`config.mk`:
```
export PLATFORM = sky130hd
export DESIGN_NAME = adc_input_mux_and_clock_control
export DESIGN_NICKNAME = d
export VERILOG_FILES = /design/src/inc/adc_ctl_pkg.sv /design/src/design/adc_clock_divider.sv /design/src/design/adc_input_mux_and_clock_control.sv
export SDC_FILE = /design/constraint.sdc
export NUM_CORES = 1
export LEC_CHECK = 0
export ABC_AREA = 1
export BUFFER_PORTS_ARGS = -buffer_cell sky130_fd_sc_hd__buf_2
export CAP_MARGIN = 0
export CORE_UTILIZATION = 55
export DETAILED_ROUTE_END_ITERATION = 16
export PLACE_DENSITY = 0.79
export SYNTH_ARGS = -nofsm -noshare
export SYNTH_HDL_FRONTEND = slang
export SYNTH_SLANG_ARGS = --single-unit
```
`constraint.sdc`:
```
create_clock -name pclk -period 3.4 [get_ports pclk]
set_clock_uncertainty 0.2 [all_clocks]
set_input_delay 0.68 -clock pclk [delete_from_list [all_inputs] [get_ports pclk]]
set_output_delay 0.68 -clock pclk [all_outputs]
set_load 0.01 [all_outputs]
```
`src/inc/adc_ctl_pkg.sv`:
```
// Package: register map, field layout and constants of the converter control block
package adc_ctl_pkg;
	// ----------------------------------------
	// Register byte offsets
	// ----------------------------------------
	localparam logic [7:0] off_conv_control_reg0 = 8'h00;
	localparam logic [7:0] off_conv_control_reg1 = 8'h04;
	localparam logic [7:0] off_dual_ch1_select_reg = 8'h08;
	localparam logic [7:0] off_dual_ch2_select_reg = 8'h0c;
	localparam logic [7:0] off_pin_function_select = 8'h10;
	localparam logic [7:0] off_pin_pull_high = 8'h14;
	localparam logic [7:0] off_pin_direction = 8'h18;
	localparam logic [7:0] off_status = 8'h1c;
	// ----------------------------------------
	// Field positions
	// ----------------------------------------
	// conv_control_reg0
	localparam int pos_ext_channel_select = 0;
	localparam int pos_start = 4;
	localparam int pos_converter_power_enable = 5;
	localparam int pos_mode = 6;
	// conv_control_reg1
	localparam int pos_conv_clock_divider_select = 0;
	localparam int pos_conv_source_select = 4;
	// dual channel select registers
	localparam int pos_dual_chan_signal_select = 0;
	localparam int pos_dual_chan_source_bit = 4;
	// status register
	localparam int pos_busy = 0;
	localparam int pos_phase_sample = 1;
	localparam int pos_active_channel = 2;
	// ----------------------------------------
	// Widths, counts and reset values
	// ----------------------------------------
	localparam int num_ext = 11;
	localparam int sample_periods = 4;
	localparam int convert_periods = 12;
	localparam int total_periods = sample_periods + convert_periods;
	localparam logic [31:0] reset_value = 32'h0000_0000;
	// ----------------------------------------
	// Codes
	// ----------------------------------------
	localparam logic [2:0] src_bandgap = 3'h1;
	localparam logic [2:0] src_amp_one = 3'h2;
	localparam logic [2:0] src_amp_two = 3'h3;
	localparam logic [2:0] src_neg_supply = 3'h4;
	localparam logic [3:0] ch_amp_one = 4'h1;
	localparam logic [3:0] ch_amp_two = 4'h2;
	localparam logic [3:0] ch_neg_supply = 4'h3;
	localparam logic [3:0] ch_last_ext = 4'ha;
	typedef enum logic [1:0] {mode_manual, mode_auto_one, mode_auto_two} conv_mode_t;
	typedef enum logic [2:0] {
		route_none, route_ext, route_bandgap, route_amp_one, route_amp_two, route_neg_supply
	} route_t;
endpackage

```
`src/design/adc_clock_divider.sv`:
```
// Converter clock divider: power-of-two division of the system clock
`timescale 1ns/1ps
`default_nettype none
module adc_clock_divider
#(
	parameter int sel_width = 3
)
(
	input wire logic pclk,
	input wire logic presetn,
	input wire logic run,
	input wire logic [sel_width-1:0] div_select,
	output logic tick
);
	typedef struct packed
	{
		logic [(1<<sel_width)-2:0] count;
		logic tick;
	} div_state_t;

	div_state_t state;
	div_state_t next_state;
	logic [(1<<sel_width)-2:0] limit;

	// ----------------------------------------
	// Tick once every 2**n system clocks
	// ----------------------------------------
	always_comb
	begin
		limit = ((1<<sel_width)-1)'((1 << div_select) - 1);
		next_state = state;
		next_state.tick = 1'b0;
		if (!run)
		begin
			next_state.count = '0;
		end
		else if (state.count >= limit)
		begin
			next_state.count = '0;
			next_state.tick = 1'b1;
		end
		else
		begin
			next_state.count = state.count + 1'b1;
		end
	end

	always_ff @(posedge pclk or negedge presetn)
	begin
		if (!presetn)
		begin
			state <= '0;
		end
		else
		begin
			state <= next_state;
		end
	end

	assign tick = state.tick;
endmodule
`default_nettype wire

```
`src/design/adc_input_mux_and_clock_control.sv`:
```
// Converter input routing, pin takeover, clock division and power control with APB access
//
// Function
// - Analog pin selection disables other pin functions
// - Analog pin selection disconnects pull-high resistor
// - Analog pin selection overrides port direction
// - Source select routes external or internal signals
// - Channel codes 0-10 pick pins, else float
// - Dual mode: per-channel source bit, internal/external
// - Dual mode internal code decode, default bandgap
// - Internal selection switches external path off
// - Converter clock is system clock over 2**n; here over 2**(n+1), two divider ticks per period
// - Enable bit powers converter on or off
// - Conversion: 4 sample plus 12 convert periods
// - Manual start by low-high-low start bit
//
// Added by the designer: register access over APB and the register addresses.
`timescale 1ns/1ps
`default_nettype none
module adc_input_mux_and_clock_control
#(
	parameter int num_ext = adc_ctl_pkg::num_ext
)
(
	input wire logic pclk,
	input wire logic presetn,
	input wire logic psel,
	input wire logic penable,
	input wire logic pwrite,
	input wire logic [7:0] paddr,
	input wire logic [31:0] pwdata,
	output logic [31:0] prdata,
	output logic pready,
	output logic pslverr,
	input wire logic auto_trigger,
	output logic converter_power_enable,
	output logic conv_clock,
	output logic conv_sample,
	output logic conv_busy,
	output logic [num_ext-1:0] ext_switch_on,
	output logic bandgap_select,
	output logic amp_one_select,
	output logic amp_two_select,
	output logic neg_supply_select,
	output logic [num_ext-1:0] pin_analog_mode,
	output logic [num_ext-1:0] pin_digital_enable,
	output logic [num_ext-1:0] pin_pull_high_on,
	output logic [num_ext-1:0] pin_output_allowed
);
	typedef struct packed
	{
		logic [3:0] ext_channel_select;
		logic start;
		logic converter_power_enable;
		adc_ctl_pkg::conv_mode_t mode;
		logic [2:0] conv_clock_divider_select;
		logic [2:0] conv_source_select;
		logic dual_ch1_source_bit;
		logic [3:0] dual_ch1_signal_select;
		logic dual_ch2_source_bit;
		logic [3:0] dual_ch2_signal_select;
		logic [num_ext-1:0] pin_function_select;
		logic [num_ext-1:0] pin_pull_high;
		logic [num_ext-1:0] pin_direction_in;
		logic trig_sync1;
		logic trig_sync2;
		logic trig_last;
		logic busy;
		logic channel;
		logic [4:0] period_count;
		logic [2:0] active_div;
		adc_ctl_pkg::route_t route;
		logic [3:0] route_ext;
		logic [31:0] prdata;
		logic pready;
		logic pslverr;
		logic conv_clock;
		logic conv_sample;
		logic [num_ext-1:0] ext_switch_on;
		logic bandgap_select, amp_one_select, amp_two_select, neg_supply_select;
		logic [num_ext-1:0] pin_analog_mode;
		logic [num_ext-1:0] pin_digital_enable;
		logic [num_ext-1:0] pin_pull_high_on;
		logic [num_ext-1:0] pin_output_allowed;
	} ctl_state_t;

	ctl_state_t s;
	ctl_state_t n;
	logic tick;
	logic setup;
	logic wr;
	logic mapped;
	logic [31:0] rd;
	logic trig_rise;
	adc_ctl_pkg::route_t pick_route;
	logic [3:0] pick_ext;

	adc_clock_divider #(.sel_width(3)) u_div
	(
		.pclk(pclk),
		.presetn(presetn),
		.run(s.busy),
		.div_select(s.active_div),
		.tick(tick)
	);

	// ----------------------------------------
	// Decode of the selection for the next conversion
	// ----------------------------------------
	function automatic adc_ctl_pkg::route_t ext_route(input logic [3:0] code);
		if (code <= adc_ctl_pkg::ch_last_ext)
		begin
			ext_route = adc_ctl_pkg::route_ext;
		end
		else
		begin
			ext_route = adc_ctl_pkg::route_none;
		end
	endfunction

	function automatic adc_ctl_pkg::route_t dual_route(input logic src, input logic [3:0] code);
		if (src)
		begin
			dual_route = ext_route(code);
		end
		else
		begin
			case (code)
				adc_ctl_pkg::ch_amp_one: dual_route = adc_ctl_pkg::route_amp_one;
				adc_ctl_pkg::ch_amp_two: dual_route = adc_ctl_pkg::route_amp_two;
				adc_ctl_pkg::ch_neg_supply: dual_route = adc_ctl_pkg::route_neg_supply;
				default: dual_route = adc_ctl_pkg::route_bandgap;
			endcase
		end
	endfunction

	always_comb
	begin
		pick_ext = s.ext_channel_select;
		if (s.mode == adc_ctl_pkg::mode_auto_two)
		begin
			if (s.channel)
			begin
				pick_route = dual_route(s.dual_ch2_source_bit, s.dual_ch2_signal_select);
				pick_ext = s.dual_ch2_signal_select;
			end
			else
			begin
				pick_route = dual_route(s.dual_ch1_source_bit, s.dual_ch1_signal_select);
				pick_ext = s.dual_ch1_signal_select;
			end
		end
		else
		begin
			case (s.conv_source_select)
				adc_ctl_pkg::src_bandgap: pick_route = adc_ctl_pkg::route_bandgap;
				adc_ctl_pkg::src_amp_one: pick_route = adc_ctl_pkg::route_amp_one;
				adc_ctl_pkg::src_amp_two: pick_route = adc_ctl_pkg::route_amp_two;
				adc_ctl_pkg::src_neg_supply: pick_route = adc_ctl_pkg::route_neg_supply;
				default: pick_route = ext_route(s.ext_channel_select);
			endcase
		end
	end

	// ----------------------------------------
	// Bus decode and read data
	// ----------------------------------------
	assign setup = psel && !penable;
	assign wr = psel && penable && s.pready && pwrite && mapped;
	assign trig_rise = s.trig_sync2 && !s.trig_last;

	always_comb
	begin
		mapped = 1'b1;
		rd = adc_ctl_pkg::reset_value;
		case (paddr)
			adc_ctl_pkg::off_conv_control_reg0:
			begin
				rd[adc_ctl_pkg::pos_ext_channel_select +: 4] = s.ext_channel_select;
				rd[adc_ctl_pkg::pos_start] = s.start;
				rd[adc_ctl_pkg::pos_converter_power_enable] = s.converter_power_enable;
				rd[adc_ctl_pkg::pos_mode +: 2] = s.mode;
			end
			adc_ctl_pkg::off_conv_control_reg1:
			begin
				rd[adc_ctl_pkg::pos_conv_clock_divider_select +: 3] = s.conv_clock_divider_select;
				rd[adc_ctl_pkg::pos_conv_source_select +: 3] = s.conv_source_select;
			end
			adc_ctl_pkg::off_dual_ch1_select_reg:
			begin
				rd[adc_ctl_pkg::pos_dual_chan_signal_select +: 4] = s.dual_ch1_signal_select;
				rd[adc_ctl_pkg::pos_dual_chan_source_bit] = s.dual_ch1_source_bit;
			end
			adc_ctl_pkg::off_dual_ch2_select_reg:
			begin
				rd[adc_ctl_pkg::pos_dual_chan_signal_select +: 4] = s.dual_ch2_signal_select;
				rd[adc_ctl_pkg::pos_dual_chan_source_bit] = s.dual_ch2_source_bit;
			end
			adc_ctl_pkg::off_pin_function_select: rd[num_ext-1:0] = s.pin_function_select;
			adc_ctl_pkg::off_pin_pull_high: rd[num_ext-1:0] = s.pin_pull_high;
			adc_ctl_pkg::off_pin_direction: rd[num_ext-1:0] = s.pin_direction_in;
			adc_ctl_pkg::off_status:
			begin
				rd[adc_ctl_pkg::pos_busy] = s.busy;
				rd[adc_ctl_pkg::pos_phase_sample] = s.conv_sample;
				rd[adc_ctl_pkg::pos_active_channel] = s.channel;
			end
			default: mapped = 1'b0;
		endcase
	end

	// ----------------------------------------
	// Next state
	// ----------------------------------------
	always_comb
	begin
		n = s;
		n.pready = setup;
		n.pslverr = setup && !mapped;
		n.prdata = (setup && !pwrite) ? rd : 32'h0000_0000;
		n.trig_sync1 = auto_trigger;
		n.trig_sync2 = s.trig_sync1;
		n.trig_last = s.trig_sync2;
		if (wr)
		begin
			case (paddr)
				adc_ctl_pkg::off_conv_control_reg0:
				begin
					n.ext_channel_select = pwdata[adc_ctl_pkg::pos_ext_channel_select +: 4];
					n.start = pwdata[adc_ctl_pkg::pos_start];
					n.converter_power_enable = pwdata[adc_ctl_pkg::pos_converter_power_enable];
					n.mode = adc_ctl_pkg::conv_mode_t'(pwdata[adc_ctl_pkg::pos_mode +: 2]);
				end
				adc_ctl_pkg::off_conv_control_reg1:
				begin
					n.conv_clock_divider_select = pwdata[adc_ctl_pkg::pos_conv_clock_divider_select +: 3];
					n.conv_source_select = pwdata[adc_ctl_pkg::pos_conv_source_select +: 3];
				end
				adc_ctl_pkg::off_dual_ch1_select_reg:
				begin
					n.dual_ch1_signal_select = pwdata[adc_ctl_pkg::pos_dual_chan_signal_select +: 4];
					n.dual_ch1_source_bit = pwdata[adc_ctl_pkg::pos_dual_chan_source_bit];
				end
				adc_ctl_pkg::off_dual_ch2_select_reg:
				begin
					n.dual_ch2_signal_select = pwdata[adc_ctl_pkg::pos_dual_chan_signal_select +: 4];
					n.dual_ch2_source_bit = pwdata[adc_ctl_pkg::pos_dual_chan_source_bit];
				end
				adc_ctl_pkg::off_pin_function_select: n.pin_function_select = pwdata[num_ext-1:0];
				adc_ctl_pkg::off_pin_pull_high: n.pin_pull_high = pwdata[num_ext-1:0];
				adc_ctl_pkg::off_pin_direction: n.pin_direction_in = pwdata[num_ext-1:0];
				default: n.start = s.start;
			endcase
		end
		// Conversion sequencer
		if (!n.converter_power_enable)
		begin
			n.busy = 1'b0;
			n.channel = 1'b0;
		end
		else if (!s.busy)
		begin
			if ((s.mode == adc_ctl_pkg::mode_manual && s.start && wr
				&& paddr == adc_ctl_pkg::off_conv_control_reg0
				&& !pwdata[adc_ctl_pkg::pos_start])
				|| (s.mode != adc_ctl_pkg::mode_manual && trig_rise))
			begin
				n.busy = 1'b1;
				n.period_count = '0;
				n.route = pick_route;
				n.route_ext = pick_ext;
				n.active_div = s.conv_clock_divider_select;
			end
		end
		else if (tick)
		begin
			if (s.period_count == 5'(2 * adc_ctl_pkg::total_periods - 1))
			begin
				n.busy = 1'b0;
				if (s.mode == adc_ctl_pkg::mode_auto_two)
				begin
					n.channel = !s.channel;
				end
			end
			n.period_count = s.period_count + 5'h01;
		end
		n.conv_clock = n.busy && n.period_count[0];
		n.conv_sample = n.busy
			&& n.period_count < 5'(2 * adc_ctl_pkg::sample_periods);
		// Analog switch drive; internal routes keep every external switch open
		n.bandgap_select = n.busy && n.route == adc_ctl_pkg::route_bandgap;
		n.amp_one_select = n.busy && n.route == adc_ctl_pkg::route_amp_one;
		n.amp_two_select = n.busy && n.route == adc_ctl_pkg::route_amp_two;
		n.neg_supply_select = n.busy && n.route == adc_ctl_pkg::route_neg_supply;
		for (int i = 0; i < num_ext; i++)
		begin
			n.ext_switch_on[i] = n.busy && n.route == adc_ctl_pkg::route_ext
				&& n.route_ext == 4'(i) && s.pin_function_select[i];
			n.pin_analog_mode[i] = s.pin_function_select[i];
			n.pin_digital_enable[i] = !s.pin_function_select[i];
			n.pin_pull_high_on[i] = s.pin_pull_high[i] && !s.pin_function_select[i];
			n.pin_output_allowed[i] = !s.pin_direction_in[i] && !s.pin_function_select[i];
		end
		if (s.busy)
		begin
			n.period_count = tick ? s.period_count + 5'h01 : s.period_count;
		end
		if (s.busy && tick && s.period_count == 5'(2 * adc_ctl_pkg::total_periods - 1))
		begin
			n.period_count = '0;
		end
	end

	always_ff @(posedge pclk or negedge presetn)
	begin
		if (!presetn)
		begin
			s <= '0;
		end
		else
		begin
			s <= n;
		end
	end

	// ----------------------------------------
	// Outputs
	// ----------------------------------------
	assign prdata = s.prdata;
	assign pready = s.pready;
	assign pslverr = s.pslverr;
	assign converter_power_enable = s.converter_power_enable;
	assign conv_clock = s.conv_clock;
	assign conv_sample = s.conv_sample;
	assign conv_busy = s.busy;
	assign ext_switch_on = s.ext_switch_on;
	assign bandgap_select = s.bandgap_select;
	assign amp_one_select = s.amp_one_select;
	assign amp_two_select = s.amp_two_select;
	assign neg_supply_select = s.neg_supply_select;
	assign pin_analog_mode = s.pin_analog_mode;
	assign pin_digital_enable = s.pin_digital_enable;
	assign pin_pull_high_on = s.pin_pull_high_on;
	assign pin_output_allowed = s.pin_output_allowed;
endmodule
`default_nettype wire

```
Word level (Yosys, flattened, before mapping)
Cells that the tools add are included.
{ "totals": {"out_inout_bits": 97, "reg_bits": 159, "elab_cells": 242} }
{ "op_classes": {"n_eq_ne": 39, "n_addsub": 3, "n_lt_le_gt_ge": 5, "bitwise_logic": 1, "n_mux": 46, "reduce_logical": 109, "shifts": 1} }
{ "ops": {"columns": ["cell", "n"], "rows": [
  ["logical AND 1 bit", 66],
  ["two-way mux 52 bit", 1],
  ["two-way mux 11 bit", 4],
  ["equality test 8 x 5 -> 1 bit (second input constant)", 4],
  ["two-way mux 15 bit", 2],
  ["two-way mux 5 bit", 6],
  ["logical NOT 1 bit", 28],
  ["case mux 3 bit (3 select lines)", 3],
  ["equality test 4 x 2 -> 1 bit (second input constant)", 6],
  ["case mux 3 bit (8 select lines)", 1],
  ["two-way mux 7 bit", 3],
  ["equality test 4 x 3 -> 1 bit (second input constant)", 4],
  ["equality test 8 x 4 -> 1 bit (second input constant)", 2],
  ["two-way mux 3 bit", 5],
  ["AND reduction 2 bit", 7],
  ["equality test 3 x 2 -> 1 bit (second input constant)", 4],
  ["equality test 4 x 1 -> 1 bit (second input constant)", 3],
  ["equality test 4 bit (second input constant)", 3],
  ["less-or-equal comparator 4 bit (second input constant)", 3],
  ["case mux 3 bit (4 select lines)", 1],
  ["two-way mux 1 bit", 10],
  ["two-way mux 10 bit", 1],
  ["case mux 2 bit (5 select lines)", 1],
  ["equality test 3 bit (second input constant)", 3],
  ["other kinds (28)", 33]
]} }

Depth between registers and ports, before layout
{ "depth": {"depth_word": 15, "mapped_depth": 17} }

Cells and area by module
From an unflattened synthesis, not the netlist that was laid out.
{ "unflattened": {"hier_cells": 826, "hier_area_um2": 7518.5} }
{ "by_module_without_submodules": {"columns": ["module", "seq_area_each_um2", "area_each_um2", "cells_each", "instances"], "rows": [
  ["adc_input_mux_and_clock_control", 3778.6, 6905.4, 741, 1],
  ["adc_clock_divider", 200.2, 613.1, 85, 1]
]} }

Least setup slack after synthesis
No wires, ideal clock.
{ "synth_path": {"path_type": "input-to-reg", "start": "input paddr[5]", "end": "register s[105] (netlist name)", "n_path_buf": 2, "t_required_ns": 3.083, "path_slack_ns": 0.898, "cell_stages": 16, "arrival_time_ns": 2.184, "setup_ns": 0.117, "path_cell_list": "inv_2 nand2_1 nor2_4 nand2_2 nand2_1 nor2_1 nand2_2 nand3_1 nand2_4 nand3_4 buf_6 buf_2 nand3_1 nand2_1 nand3_1 nand2_1"} }
{ "synth_rtl": {"columns": ["item", "line", "source"], "rows": [
  ["from (decl)", "adc_input_mux_and_clock_control.sv:30", "input wire logic [7:0] paddr,"],
  ["to (signal assigned)", "adc_input_mux_and_clock_control.sv:322", "s <= n;"],
  ["to (decl)", "adc_input_mux_and_clock_control.sv:87", "ctl_state_t s;"]
]} }

==> reports/metrics.cfg <==
[run_status]
status = finished clean

[synthesis]
synthFlopType = dfrtp_1
ys_warn_count = 0
synth_compound_gate_area_share = 0.106
synthAdderAreaFrac = 0.0186
muxShareOfSynthArea = 0.00609
ys_seq_elements = 159
synth_top_area_frac = 0.538
synth-xor-area-share = 0.00947
synth_edf_count = 0
synthArstFlopShare = 1.00
synth.yosys.seq_area_share = 0.538
synth_top_family_by_area = simple AND/OR/NAND/NOR gates
synth_simple_gate_area_frac = 0.174
syn_area_sq_um = 7400
yosys.area.top_type = dfrtp_1
netlist_instances = 815
yosys-top-cells-area = dfrtp_1 54%, buf_4 8.8%, nand2_1 7.1%
synth.avg_cell_area_sq_um = 9.07
synthDistinctLibCells = 43

[clocking]
clk_path_buf_depth = 2
cts.sinks = 159
clock_latency_ps = 430
postCtsHoldBufs = 0
ctsResizeCount = 0
root_buffer = clkbuf_16
clk_pin_slew_worst_paths_ps = 70
tritoncts = yes
h-tree-depth = 4
cts_buffers = 17
post-cts-setup-buffers = 0

[die]
die_h_um = 118
die_x_um = 118
core_sq_um = 13200
die_area_sq_um = 13900
start_util = 0.561
io_pins = 143
rows = 42

[sta]
max_freq_mhz = 360
worstMarginPinSlew_ps = 567
min_period_ps = 2780
rsz0062_at_grt = false
drv_slew = 0
fin_ws_ps = 624
finalHoldViolCount = 0
relSlewSlack = 0.620
period_share = 0.817
hold_slack_ps = 25.2
tns_ps = 0
setup_viol_count_final = 0

[critical_path]
worstPathMaxFanout = 25
criticalPathCategory = in2reg
start_kind = input port
cp-end-kind = register
arrival_ps = 2930
reg2reg_slack_ps = 660
required_ps = 3560

[grt]
track_usage = 0.244
grt_pass1_vias = 5454
antenna_found_initial = 1
grt_pass1_wl_um = 26300
grt_max_degree = 73
overflow = 0

[drt]
drt.antenna.violating_nets = 0
drt-total-wl_um = 15900
drtIter0Drc = 415
wire_per_inst_um = 15.2
dr.pass1.iters = 5
drc = 0
vias = 5503
vias_per_cell = 5.24

[layout]
final_nets = 919
finalNonFillerCells = 1051
area_delta_synth_final_pct = 10.2
drive_above_1_share = 0.206
fill_cells = 1063
n_antenna_cell = 0

[place]
dpl.hpwl_um = 11200
dpl.cell_count = 1019
gp_congestion = 0.953
port_buffers = 100
post-place-ws_ps = 219

[pwr]
powerDensity_nw_per_um2 = 472
total_power_mw = 3.84
leakagePower_nw = 4.31
peakVddDrop_uv = 256

[job]
drv_cap = 0

[min_path]
hold_class = in2async

## cells in the mapped netlist, drive strengths merged, types with 3 or more instances
master,n
o21ai,84
buf,89
dfrtp,159
nand3,37
a31oi,3
nand4,7
mux2,4
ha,11
nand2,152
o22ai,14
nor3,6
o21a,3
inv,98
xor2,6
a21oi,18
a221oi,8
or2,3
nor2,85
clkbuf,14
## metrics by stage
step	cell area [sq um]	util
floorplan	7470	-
global placement	7570	0.574
detailed placement	7570	0.574
CTS	8150	0.618
global route	8150	0.618
finish	8150	0.618
## path summary, 6_finish.rpt
check | from | to | cells past startpoint
hold / removal | presetn | pin_digital_enable[3] | 1
max in group asynchronous | presetn | s[149] | 2
min in group pclk | n[113] | n[112] | 0
setup reg to reg | s[104] | u_div.state[5] | 11
setup / recovery | paddr[6] | ext_switch_on[8] | 18
hold reg to reg | n[113] | n[112] | 0
## cell usage in the layout (no fill, tap or decap), drive strengths merged
cell	instances
dfrtp	159
nand2	152
buf	111
inv	105
nor2	85
o21ai	84
nand3	37
conb	21
a21oi	18
clkbuf	17
o22ai	14
ha	11
a221oi	8
nand4	7
xor2	6
nor3	6
mux2	4
clkinv	4
o21a	3
a31oi	3
clkinvlp	3
or2	3
xnor2	2
nor3b	2
o211ai	2
nand3b	1
or3b	1
a32oi	1
o221ai	1
o2111ai	1
a2111oi	1
o21bai	1
bufinv	1
## registers in the layout, indices dropped and copies added, names as in the netlist, 7 cells and up
register / cells
s: 62
n: 13
ext_switch_on: 11
pin_analog_mode: 11
pin_digital_enable: 11
pin_output_allowed: 11
pin_pull_high_on: 11
prdata: 11
u_div.state: 7
## cell type report
cell class | instances | area, sq um | area share
clock buffers | 17 | 425 | 0.0522
clock inverters | 15 | 151 | 0.0186
inverters | 98 | 368 | 0.0451
multi-input cells | 475 | 2400 | 0.295
flip-flops and latches | 159 | 3980 | 0.488
well taps | 176 | 220 | 0.0270
repair buffers | 111 | 602 | 0.0739
## worst max-delay path: stages
cell and delay, ps:
buf_2 100, inv_2 40, nand2_2 80, nor2_4 160
nand2_2 140, nand2_1 130, nor2_1 60, nand2_2 140
nand2_4 120, nand2_2 100, nand2_4 90, nand3_4 250
nand2_1 90, nand2_1 160, nand2_1 140, nor2_4 180
nand2_1 130, nor2_1 120
## layer usage
| layer | share of wire | GRT usage | wire, um | vias to the layer above |
|---|---|---|---|---|
| met1 | 0.41 | 0.292 | 6480 | 2639 |
| met5 | 0.00063 | 0 | 10 | - |
| met2 | 0.50 | 0.411 | 7980 | 209 |
| met4 | 0.034 | 0.139 | 544 | 2 |
| met3 | 0.059 | 0.0489 | 934 | 45 |
| li1 | - | - | - | 2608 |
## power breakdown
part | leakage (nW) | internal [mW] | switching, mW
Sequential | 1.86 | 1.90 | 0.00167
Combinational | 2.18 | 0.0231 | 0.0810
Clock | 0.276 | 1.03 | 0.813
Total | 4.31 | 2.95 | 0.896
## cells by family after synthesis
kind of cell | count (synthesis)
XOR/XNOR | 8
AO/OA/AOI/OAI | 137
AND/OR/NAND/NOR | 294
buffers and inverters | 201
multiplexers | 4
other | 1
adder cells (fa/ha/maj) | 11
flip-flops | 159
No activity file was read; power rests on OpenSTA's default activity.
